File: config.mk
export PLATFORM = sky130hd
export DESIGN_NAME = adceil_top
export DESIGN_NICKNAME = d
export VERILOG_FILES = /design/src/logic/adceil_pkg.sv /design/src/logic/adceil_top.sv
export SDC_FILE = /design/constraint.sdc
export NUM_CORES = 1
export LEC_CHECK = 0
export BUFFER_PORTS_ARGS = -buffer_cell sky130_fd_sc_hd__buf_4
export CAP_MARGIN = 20
export CORE_UTILIZATION = 45
export DETAILED_ROUTE_END_ITERATION = 7
export GPL_ROUTABILITY_DRIVEN = 0
export HOLD_SLACK_MARGIN = 0.1
export PLACE_DENSITY = 0.83
export SYNTH_ARGS = -nofsm -noshare
export SYNTH_HDL_FRONTEND = slang
export SYNTH_SLANG_ARGS = --single-unit
File: constraint.sdc
create_clock -name clk_i -period 1.55 [get_ports clk_i]
set_input_delay 0.2325 -clock clk_i [delete_from_list [all_inputs] [get_ports clk_i]]
set_output_delay 0.2325 -clock clk_i [all_outputs]
set_load 0.02 [all_outputs]
File: src/logic/adceil_pkg.sv
// Summary of operation
// Error interrupt enable bits 7, 6 and 5 enable the illegal access, bad command and list end interrupts.
// Error interrupt enable bits 3, 2 and 1 enable the trigger, restart request and load ready interrupts.
// Event interrupt enable bit 7 enables the abort done interrupt.
// Event interrupt enable bit 6 enables the complete flag overrun interrupt.
// Any set severe flag (illegal access, bad command, list end, trigger) stops the converter.
// Only a converter soft reset resumes operation after a severe error, and it clears the four severe flags; the code also clears them on a low enable.
// The restart request and load ready flags do not stop the converter.
// Writing one clears the restart request or load ready flag, and a soft reset clears both.
// All error flags are held clear while the converter enable is low.
// Writing zero leaves a flag alone and writing one never sets a flag.
// Software writes to the four severe flags are ignored.
// Bit 7 is set on a result store access error or a command fetch from outside RAM or NVM.
// Bit 6 is set when a loaded command holds reserved bits or a reserved result format.
// Bit 5 is set when the executed command list lacks an end of list command.
// Bit 3 is set when a trigger arrives before the current sequence has finished.
// In restart mode bit 1 is set when a restart arrives without the alternative list load ready.
// The error interrupt is high while any error flag and its enable are both set.
package adceil_pkg;
  localparam int ADDR_W = 4;
  localparam logic [3:0] OFS_ERR_IE = 4'h6;
  localparam logic [3:0] OFS_EVT_IE = 4'h7;
  localparam logic [3:0] OFS_ERR_FLAG = 4'h8;
  localparam logic [3:0] OFS_EVT_STAT = 4'h9;
  localparam int BIT_IA = 7;
  localparam int BIT_CMD = 6;
  localparam int BIT_EOL = 5;
  localparam int BIT_TRIG = 3;
  localparam int BIT_RSTAR = 2;
  localparam int BIT_ALT_LIST_LOAD_READY = 1;
  localparam int BIT_RSVD_HI = 4;
  localparam int BIT_RSVD_LO = 0;
  localparam int BIT_SEQAD = 7;
  localparam int BIT_OVR = 6;
  localparam logic [7:0] ERR_MASK = 8'hEE;
  localparam logic [7:0] SEVERE_MASK = 8'hE8;
  localparam logic [7:0] SOFT_MASK = 8'h06;
  localparam logic [7:0] EVT_MASK = 8'hC0;
  localparam logic [7:0] ZERO8 = 8'h00;

  // Hardware error events from the sequencer, one cycle pulses
  typedef struct packed {
    logic store_access_err;
    logic fetch_outside_mem;
    logic cmd_reserved_bits;
    logic result_format_reserved;
    logic list_end_missing;
    logic trigger_early;
    logic restart_req_err;
    logic restart_event;
    logic alt_list_load_ready;
    logic restart_mode;
    logic abort_in_progress;
    logic alt_list_load_ready_check_suppress;
  } adceil_evt_t;

  // Register bus request
  typedef struct packed {
    logic [ADDR_W-1:0] addr;
    logic [7:0] wdata;
    logic wr;
    logic rd;
  } adceil_bus_t;
endpackage

File: src/logic/adceil_top.sv
`timescale 1ns/10ps
module adceil_top (
  input wire logic clk_i,
  input wire logic rst_b_i,
  input wire logic conv_enable_i,
  input wire logic soft_reset_i,
  input wire adceil_pkg::adceil_evt_t evt_i,
  input wire logic abort_done_i,
  input wire logic complete_flag_overrun_i,
  input wire adceil_pkg::adceil_bus_t bus_i,
  output logic [7:0] rdata_o,
  output logic conv_halt_o,
  output logic err_irq_o,
  output logic evt_irq_o
);
  import adceil_pkg::*;

  // Address match shared by the write decode and the read mux
  function automatic logic addr_hit(input logic [ADDR_W-1:0] addr, input logic [ADDR_W-1:0] ofs);
    addr_hit = (addr == ofs);
  endfunction

  // Error interrupt enable bits, one flop each
  logic illegal_access_err_enable_r;
  logic bad_command_err_enable_r;
  logic list_end_err_enable_r;
  logic trigger_err_enable_r;
  logic restart_request_err_enable_r;
  logic load_ready_err_enable_r;

  // Event interrupt enable bits
  logic abort_done_irq_enable_r;
  logic complete_flag_overrun_enable_r;

  // Error flag bits, severe ones first
  logic illegal_access_err_flag_r;
  logic bad_command_err_flag_r;
  logic list_end_err_flag_r;
  logic trigger_err_flag_r;
  logic restart_request_err_flag_r;
  logic load_ready_err_flag_r;

  // Register images as software sees them, with their next values
  wire [7:0] err_ie;
  logic [7:0] err_ie_nxt;
  wire [7:0] evt_ie;
  logic [7:0] evt_ie_nxt;
  wire [7:0] err_flag;
  logic [7:0] err_flag_nxt;
  logic [7:0] evt_stat_r;
  logic [7:0] evt_stat_nxt;

  // Next values of the registered outputs
  logic [7:0] rdata_nxt;
  logic halt_nxt;
  logic err_irq_nxt;
  logic evt_irq_nxt;

  // Error enable image; bits without a function read zero
  assign err_ie[BIT_IA] = illegal_access_err_enable_r;
  assign err_ie[BIT_CMD] = bad_command_err_enable_r;
  assign err_ie[BIT_EOL] = list_end_err_enable_r;
  assign err_ie[BIT_RSVD_HI] = 1'b0;
  assign err_ie[BIT_TRIG] = trigger_err_enable_r;
  assign err_ie[BIT_RSTAR] = restart_request_err_enable_r;
  assign err_ie[BIT_ALT_LIST_LOAD_READY] = load_ready_err_enable_r;
  assign err_ie[BIT_RSVD_LO] = 1'b0;

  // Event enable image
  assign evt_ie[BIT_SEQAD] = abort_done_irq_enable_r;
  assign evt_ie[BIT_OVR] = complete_flag_overrun_enable_r;
  assign evt_ie[BIT_OVR-1:0] = '0;

  // Error flag image
  assign err_flag[BIT_IA] = illegal_access_err_flag_r;
  assign err_flag[BIT_CMD] = bad_command_err_flag_r;
  assign err_flag[BIT_EOL] = list_end_err_flag_r;
  assign err_flag[BIT_RSVD_HI] = 1'b0;
  assign err_flag[BIT_TRIG] = trigger_err_flag_r;
  assign err_flag[BIT_RSTAR] = restart_request_err_flag_r;
  assign err_flag[BIT_ALT_LIST_LOAD_READY] = load_ready_err_flag_r;
  assign err_flag[BIT_RSVD_LO] = 1'b0;

  // Address decode for each mapped register
  wire hit_err_ie = addr_hit(bus_i.addr, OFS_ERR_IE);
  wire hit_evt_ie = addr_hit(bus_i.addr, OFS_EVT_IE);
  wire hit_err_flag = addr_hit(bus_i.addr, OFS_ERR_FLAG);
  wire hit_evt_stat = addr_hit(bus_i.addr, OFS_EVT_STAT);

  // Write selects; a read strobe never disturbs a register
  wire sel_err_ie = bus_i.wr && hit_err_ie;
  wire sel_evt_ie = bus_i.wr && hit_evt_ie;
  wire sel_err_flag = bus_i.wr && hit_err_flag;
  wire sel_evt_stat = bus_i.wr && hit_evt_stat;

  // Error enables keep only implemented bits
  wire [7:0] err_ie_wval = bus_i.wdata & ERR_MASK;
  assign err_ie_nxt = sel_err_ie ? err_ie_wval : err_ie;

  // Event enables keep only the abort done and overrun bits
  wire [7:0] evt_ie_wval = bus_i.wdata & EVT_MASK;
  assign evt_ie_nxt = sel_evt_ie ? evt_ie_wval : evt_ie;

  // Severe error sources from the sequencer
  wire [7:0] err_set;
  assign err_set[BIT_IA] = evt_i.store_access_err | evt_i.fetch_outside_mem;
  assign err_set[BIT_CMD] = evt_i.cmd_reserved_bits | evt_i.result_format_reserved;
  assign err_set[BIT_EOL] = evt_i.list_end_missing;
  assign err_set[BIT_TRIG] = evt_i.trigger_early;

  // Restart request error is decided by the sequencer and only latched here
  assign err_set[BIT_RSTAR] = evt_i.restart_req_err;

  // Load ready check is live only in restart mode, outside an abort and not on a first restart
  wire alt_list_load_ready_check_live = evt_i.restart_mode && !evt_i.abort_in_progress && !evt_i.alt_list_load_ready_check_suppress;
  // A restart that finds the alternative list not ready is a load ready error
  wire alt_list_load_ready_miss = evt_i.restart_event && !evt_i.alt_list_load_ready;
  assign err_set[BIT_ALT_LIST_LOAD_READY] = alt_list_load_ready_check_live && alt_list_load_ready_miss;

  // Unimplemented flag positions never set
  assign err_set[BIT_RSVD_HI] = 1'b0;
  assign err_set[BIT_RSVD_LO] = 1'b0;

  // Write one clears only the soft flags; severe flags ignore bus writes
  wire [7:0] err_wclr = sel_err_flag ? (bus_i.wdata & SOFT_MASK) : ZERO8;
  // Soft reset clears every implemented flag, severe and soft alike
  wire [7:0] err_sclr = soft_reset_i ? ERR_MASK : ZERO8;

  // Flags kept after a clear, then new events on top, so a set wins over a clear
  wire [7:0] err_flag_kept = err_flag & ~err_wclr;
  wire [7:0] err_flag_run = (err_flag_kept | err_set) & ERR_MASK;
  // Soft reset drops the flags and any event of the same cycle
  wire [7:0] err_flag_sr = err_flag & ~err_sclr;

  // Disable wins over soft reset, which wins over normal running
  assign err_flag_nxt = !conv_enable_i ? ZERO8 : soft_reset_i ? err_flag_sr : err_flag_run;

  // Event status sources, one bit per event, the rest held zero
  wire [7:0] evt_set;
  assign evt_set[BIT_SEQAD] = abort_done_i;
  assign evt_set[BIT_OVR] = complete_flag_overrun_i;
  assign evt_set[BIT_OVR-1:0] = '0;

  // Write one clears an event status bit, a new event wins
  wire [7:0] evt_wclr = sel_evt_stat ? (bus_i.wdata & EVT_MASK) : ZERO8;
  wire [7:0] evt_stat_run = ((evt_stat_r & ~evt_wclr) | evt_set) & EVT_MASK;

  // Disable and soft reset both empty the event status
  assign evt_stat_nxt = (!conv_enable_i || soft_reset_i) ? ZERO8 : evt_stat_run;

  // Each mapped register offers its value when addressed
  wire [7:0] rd_err_ie = hit_err_ie ? err_ie : ZERO8;
  wire [7:0] rd_evt_ie = hit_evt_ie ? evt_ie : ZERO8;
  wire [7:0] rd_err_flag = hit_err_flag ? err_flag : ZERO8;
  wire [7:0] rd_evt_stat = hit_evt_stat ? evt_stat_r : ZERO8;
  // Hits are exclusive, so an OR merges them; unmapped addresses read zero
  wire [7:0] rd_any = rd_err_ie | rd_evt_ie | rd_err_flag | rd_evt_stat;
  // Read data is zero outside a read so it stands for one cycle only
  assign rdata_nxt = bus_i.rd ? rd_any : ZERO8;

  // Halt only on severe flags; soft flags let the converter run
  assign halt_nxt = |(err_flag_nxt & SEVERE_MASK);
  // Error interrupt pairs each flag with its enable
  assign err_irq_nxt = |(err_flag_nxt & err_ie_nxt);
  // Event interrupt pairs each status bit with its enable
  assign evt_irq_nxt = |(evt_stat_nxt & evt_ie_nxt);

  // Illegal access error enable bit
  always_ff @(posedge clk_i or negedge rst_b_i)
  begin
    if (!rst_b_i)
    begin
      illegal_access_err_enable_r <= 1'b0;
    end
    else
    begin
      illegal_access_err_enable_r <= err_ie_nxt[BIT_IA];
    end
  end

  // Bad command error enable bit
  always_ff @(posedge clk_i or negedge rst_b_i)
  begin
    if (!rst_b_i)
    begin
      bad_command_err_enable_r <= 1'b0;
    end
    else
    begin
      bad_command_err_enable_r <= err_ie_nxt[BIT_CMD];
    end
  end

  // List end error enable bit
  always_ff @(posedge clk_i or negedge rst_b_i)
  begin
    if (!rst_b_i)
    begin
      list_end_err_enable_r <= 1'b0;
    end
    else
    begin
      list_end_err_enable_r <= err_ie_nxt[BIT_EOL];
    end
  end

  // Trigger error enable bit
  always_ff @(posedge clk_i or negedge rst_b_i)
  begin
    if (!rst_b_i)
    begin
      trigger_err_enable_r <= 1'b0;
    end
    else
    begin
      trigger_err_enable_r <= err_ie_nxt[BIT_TRIG];
    end
  end

  // Restart request error enable bit
  always_ff @(posedge clk_i or negedge rst_b_i)
  begin
    if (!rst_b_i)
    begin
      restart_request_err_enable_r <= 1'b0;
    end
    else
    begin
      restart_request_err_enable_r <= err_ie_nxt[BIT_RSTAR];
    end
  end

  // Load ready error enable bit
  always_ff @(posedge clk_i or negedge rst_b_i)
  begin
    if (!rst_b_i)
    begin
      load_ready_err_enable_r <= 1'b0;
    end
    else
    begin
      load_ready_err_enable_r <= err_ie_nxt[BIT_ALT_LIST_LOAD_READY];
    end
  end

  // Abort done interrupt enable bit
  always_ff @(posedge clk_i or negedge rst_b_i)
  begin
    if (!rst_b_i)
    begin
      abort_done_irq_enable_r <= 1'b0;
    end
    else
    begin
      abort_done_irq_enable_r <= evt_ie_nxt[BIT_SEQAD];
    end
  end

  // Complete flag overrun interrupt enable bit
  always_ff @(posedge clk_i or negedge rst_b_i)
  begin
    if (!rst_b_i)
    begin
      complete_flag_overrun_enable_r <= 1'b0;
    end
    else
    begin
      complete_flag_overrun_enable_r <= evt_ie_nxt[BIT_OVR];
    end
  end

  // Illegal access error flag, severe
  always_ff @(posedge clk_i or negedge rst_b_i)
  begin
    if (!rst_b_i)
    begin
      illegal_access_err_flag_r <= 1'b0;
    end
    else
    begin
      illegal_access_err_flag_r <= err_flag_nxt[BIT_IA];
    end
  end

  // Bad command error flag, severe
  always_ff @(posedge clk_i or negedge rst_b_i)
  begin
    if (!rst_b_i)
    begin
      bad_command_err_flag_r <= 1'b0;
    end
    else
    begin
      bad_command_err_flag_r <= err_flag_nxt[BIT_CMD];
    end
  end

  // List end error flag, severe
  always_ff @(posedge clk_i or negedge rst_b_i)
  begin
    if (!rst_b_i)
    begin
      list_end_err_flag_r <= 1'b0;
    end
    else
    begin
      list_end_err_flag_r <= err_flag_nxt[BIT_EOL];
    end
  end

  // Trigger error flag, severe
  always_ff @(posedge clk_i or negedge rst_b_i)
  begin
    if (!rst_b_i)
    begin
      trigger_err_flag_r <= 1'b0;
    end
    else
    begin
      trigger_err_flag_r <= err_flag_nxt[BIT_TRIG];
    end
  end

  // Restart request error flag, soft
  always_ff @(posedge clk_i or negedge rst_b_i)
  begin
    if (!rst_b_i)
    begin
      restart_request_err_flag_r <= 1'b0;
    end
    else
    begin
      restart_request_err_flag_r <= err_flag_nxt[BIT_RSTAR];
    end
  end

  // Load ready error flag, soft
  always_ff @(posedge clk_i or negedge rst_b_i)
  begin
    if (!rst_b_i)
    begin
      load_ready_err_flag_r <= 1'b0;
    end
    else
    begin
      load_ready_err_flag_r <= err_flag_nxt[BIT_ALT_LIST_LOAD_READY];
    end
  end

  // Sticky event status register
  always_ff @(posedge clk_i or negedge rst_b_i)
  begin
    if (!rst_b_i)
    begin
      evt_stat_r <= ZERO8;
    end
    else
    begin
      evt_stat_r <= evt_stat_nxt;
    end
  end

  // Output registers
  always_ff @(posedge clk_i or negedge rst_b_i)
  begin
    if (!rst_b_i)
    begin
      rdata_o <= ZERO8;
      conv_halt_o <= 1'b0;
      err_irq_o <= 1'b0;
      evt_irq_o <= 1'b0;
    end
    else
    begin
      rdata_o <= rdata_nxt;
      conv_halt_o <= halt_nxt;
      err_irq_o <= err_irq_nxt;
      evt_irq_o <= evt_irq_nxt;
    end
  end
endmodule // adceil_top

Word-level counts from Yosys, hierarchy flattened. Cells that the tools add are included.

Add/sub/neg operators: 0. Multipliers: 0. Divide/modulo/power cells: 0. Order comparisons: 0. Equal/unequal tests: 4. Shift-type cells: 0. Muxes and demuxes: 13. Bitwise operators: 15. Reductions and logical operators: 16.

Operator list (number): $mux W8 (12); $and A8 B8 Y8 (5); $or A8 B8 Y8 (5); $not A8 Y8 (2); $reduce_or A8 Y1 (2); $eq A4 B3 Y1 const B (2); $eq A4 B4 Y1 const B (2); $logic_and A1 B1 Y1 (8); $not A3 Y8 (1); $logic_not A1 Y1 (4); $reduce_or A4 Y1 (1); $mux W3 (1); $or A1 B1 Y1 (2); $logic_or A1 B1 Y1 (1).

Register bits after elaboration: 33. Latch bits: 0. Memory bits (writable): 0. ROM bits: 0. Memories: 0.

Longest topological paths before layout.
Depth after elaboration: 10. Gate-level depth with buffers: 7. Mapped depth without buffers: 5.

Worst setup path after synthesis. OpenSTA, ideal clock, no wires.

Kind: input-to-reg. Start: input bus_i[13] (netlist name). End: register err_irq_o. Data arrival time: 1701 ps. Required time: 1421 ps. Setup slack: -280 ps. Stages: 7. Buffers on the path: 2. Path through: and3b_1 buf_6 and3b_1 buf_6 mux2_4 a22o_1 a2111o_1.

Elaborated cells on any way between the ends: 13. Classes of those cells: eq/ne: 2; mux: 4; bitwise: 4; reduce/logical: 3.

RTL lines: start, declared (line adceil_top.sv:10) `input wire adceil_pkg::adceil_bus_t bus_i,`; $eq A4 B3 Y1 (line adceil_top.sv:20) `addr_hit = (addr == ofs);`; $logic_and A1 B1 Y1 (line adceil_top.sv:91) `wire sel_err_ie = bus_i.wr && hit_err_ie;`; $mux W8 (line adceil_top.sv:98) `assign err_ie_nxt = sel_err_ie ? err_ie_wval : err_ie;`; named net err_ie_nxt[6] (line adceil_top.sv:45) `logic [7:0] err_ie_nxt;`; $and A8 B8 Y8 (line adceil_top.sv:164) `assign err_irq_nxt = |(err_flag_nxt & err_ie_nxt);`; $reduce_or A8 Y1 (line adceil_top.sv:164); named net err_irq_nxt (line adceil_top.sv:56) `logic err_irq_nxt;`; end signal, assigned (line adceil_top.sv:377) `err_irq_o <= err_irq_nxt;`; end, declared (line adceil_top.sv:13) `output logic err_irq_o,`.

The timed path passes the listed nets, and every way through them passes these cells.

Final worst setup path. Ends and elaborated chain as after synthesis.

==> flow_metrics.tcl <==
set metrics [dict create \
    synth_seq_cells 25 \
    synth_top_area_frac 0.5519 \
    max_freq_ghz 0.6778 \
    cts_made_buffers 3 \
    syn_area_sq_mm 0.001134 \
    fin_nets 177 \
    postRouteAntennaNets 0 \
    synth_top_area_cell "dfrtp_1" \
    vias 969 \
    mostFrequentLayoutCells "46 x buf_4, 25 x dfrtp_1, 9 x nor2_1" \
    grt_max_degree 26 \
    critical_path_class "in2reg" \
    clkPwrFrac 0.224 \
    areaGrowthSynthToFinish_pct 34.55 \
    dp_cells 167 \
    initial_utilization 0.4935 \
    vias_per_cell 5.634 \
    cp.required_ps 1770 \
    yosysWarnings 0 \
    dp_hpwl_mm 1.969 \
    diodes 0 \
    cp_data_arrival_time_ps 1690 \
    die_area_sq_mm 0.002724 \
    cts_root_buffer "clkbuf_4" \
    grt_antenna_before_repair 0 \
    core_region_area_sq_mm 0.002297 \
    cellPowerDensity_mw_per_mm2 881.6 \
    p_int_w 0.0009759 \
    hold_viol 0 \
    syn_area_per_cell_sq_um 11.69 \
    cts_tree "yes" \
    cp_slowest_cell "a2111o_1" \
    netSwitchingPower_w 0.0003688 \
    status "finished clean" \
    seq_area_sq_um 625.6 \
    overflow 0 \
    grt_usage 0.2166 \
    yosys-top-cells-area "dfrtp_1 55%, mux2_2 5.0%, a22oi_1 4.6%, nor2b_1 3.9%, nor2_1 3.0%" \
    period_minus_slack_ps 1475 \
    layout.cells.non_filler 172 \
    setup_viol 0 \
    pwr-share-comb 0.206 \
    firstDrtPassIters 4 \
    drive_above_1_share 0.4167 \
    multiInputGateArea_sq_um 471.7 \
    maxCapViolCount 0 \
    clk_latency_ps 320 \
    worstPathCellList "buf_4, and3b_1, and3b_2, mux2_4, and2_1, a2111o_1" \
    end_kind "register" \
    crit_fanout 5 \
    avgRoutedWirePerCell_um 15.08 \
    grt_setup_unrepaired "false" \
    top_usage_layer "met2" \
    met3_usage 0.02609 \
    die_w_um 52.19 \
    fin_skew_ps 2.398 \
    mostFrequentLayoutCell "buf_4" \
    drt_iter0_markers 22 \
    clkTransAtPathRegs_ps 140 \
    final_util 0.6639 \
    slowest_delay_ps 380 \
    drc 0 \
    use_met1 0.2889 \
    yosysUniqueCellTypes 34 \
    routed_wl_mm 2.594 \
    critPathLaunch "bus_i[13]" \
    leakagePower_nw 0.7431 \
    ctsHtreeMaxLevel 1 \
    synthCells 97 \
    fill_cells 183 \
    grt_pass1_wl_mm 4.202 \
    r2r_start "list_end_err_flag_r$_DFF_PN0_" \
    grt_pass1_vias 906 \
    io_pins 43 \
    report.final.slew_viol_count 0 \
    cts_buffer_depth 2 \
    row_count 17 \
    ir_drop_mv 0.5640 \
    grt_use_met2 0.3611 \
    crit_path_start_kind "input pin" \
    period_share 0.9519 \
    hp-class "in2reg" \
    cts.sinks 25 \
    die_h_um 52.19 \
    seq_area_frac_synth 0.5519 \
    portBuffers 38 \
    swShare 0.2742 \
    hold_path.startpoint "abort_done_i" \
    seq_power_share 0.570 \
]
cell families (layout without fill, tap and decap cells):
| group | count (synthesis) | count (layout) | share of synthesized area |
|---|---|---|---|
| AOI/OAI and AO/OA | 23 | 23 | 0.1435 |
| buffers and inverters | 7 | 53 | 0.04304 |
| DFF | 25 | 25 | 0.5519 |
| muxes | 8 | 8 | 0.08167 |
| other | 1 | 2 | 0.003308 |
| and+or+nand+nor | 33 | 33 | 0.1766 |
power groups by stage:
stage	logic, W	clock network (W)	registers, W
final	0.000277	0.000301	0.000766
after floorplan	0.000128	0	0.000783
after CTS	0.000277	0.000302	0.000765
after global placement	0.000266	0	0.000776
after global routing	0.000301	0.000334	0.000774
after detailed placement	0.000274	0	0.000779
layout make-up:
cell class,count,area share
timing repair buffer,47,0.2330
clock inverter,1,0.004922
tap,28,0.02297
multi-input combinational,66,0.3093
clock buffer,3,0.01477
sequential,25,0.4102
inverter,2,0.004922
per-stage QoR:
step	area (sq um)	hold WS, ps	TNS [ps]	worst slack, ps	total power (W)
2_1_floorplan	1145	-63.09	-199.4	-199.4	0.0009112
3_3_place_gp	1484	145.4	-266.2	-266.2	0.001042
3_5_place_dp	1484	151.2	-333.6	-324.6	0.001053
4_1_cts	1524	132.8	0	30.23	0.001344
5_1_grt	1525	119.8	0	17.50	0.001409
6_report	1525	128.6	0	74.56	0.001345
what timing repair did:
action / in CTS / in global routing
gates resized for setup: 0 / 1
setup buffers: 0 / 0
hold buffers: 1 / 0
setup endpoints to repair: 0 / 1
endpoints found under the hold margin: 25 / 0
synth_stat cells:
library cell,number
a2111o_1,1
a21oi_1,4
a221oi_1,1
a22o_1,1
a22oi_1,7
a31oi_1,1
a32oi_1,2
and2_1,4
and3b_1,2
and4bb_2,1
buf_4,2
buf_6,2
clkbuf_1,1
conb_1,1
dfrtp_1,25
inv_1,2
mux2_1,1
mux2_2,5
mux2_4,1
mux2i_1,1
nand2_1,1
nand2b_1,1
nand3_1,2
nand4b_1,1
nor2_1,9
nor2b_1,7
nor3_1,2
nor3b_2,1
nor4b_1,1
o211ai_1,1
o21a_1,1
o21ai_0,3
o31ai_1,1
or4_1,1
path summary, 6_finish.rpt:
kind                       depth (start not counted)  slack [ps]                               endpoint
setup reg to reg                                   5         100                    err_irq_o$_DFF_PN0_
hold reg to reg                                    2         550      abort_done_irq_enable_r$_DFF_PN0_
hold / removal                                     3         130                evt_stat_r[7]$_DFF_PN0_
min in group asynchronous                          2         330                   rdata_o[6]$_DFF_PN0_
max in group asynchronous                          2         980  illegal_access_err_enable_r$_DFF_PN0_
setup / recovery                                   6          70                    err_irq_o$_DFF_PN0_
sequential cells by signal, indices dropped and copies added, names as in the netlist:
name and flops:
illegal_access_err_flag_r 1, rdata_o 6, trigger_err_enable_r 1, list_end_err_flag_r 1, list_end_err_enable_r 1, illegal_access_err_enable_r 1
bad_command_err_enable_r 1, evt_irq_o 1, complete_flag_overrun_enable_r 1, restart_request_err_flag_r 1, load_ready_err_enable_r 1, abort_done_irq_enable_r 1
load_ready_err_flag_r 1, bad_command_err_flag_r 1, restart_request_err_enable_r 1, conv_halt_o 1, evt_stat_r 2, err_irq_o 1
trigger_err_flag_r 1
routing by layer:
metal  wire (um)  vias to the layer above
met5           0                        -
met4          27                        0
met3         181                        2
met2        1308                       52
met1        1076                      472
li1            -                      443
critical path: cells and delay by family:
family,cells,cell delay [ps]
buffers and inverters,1,110
muxes,1,320
AOI/OAI and AO/OA,1,380
and+or+nand+nor,3,640
Power figures use the tool's default switching activity.
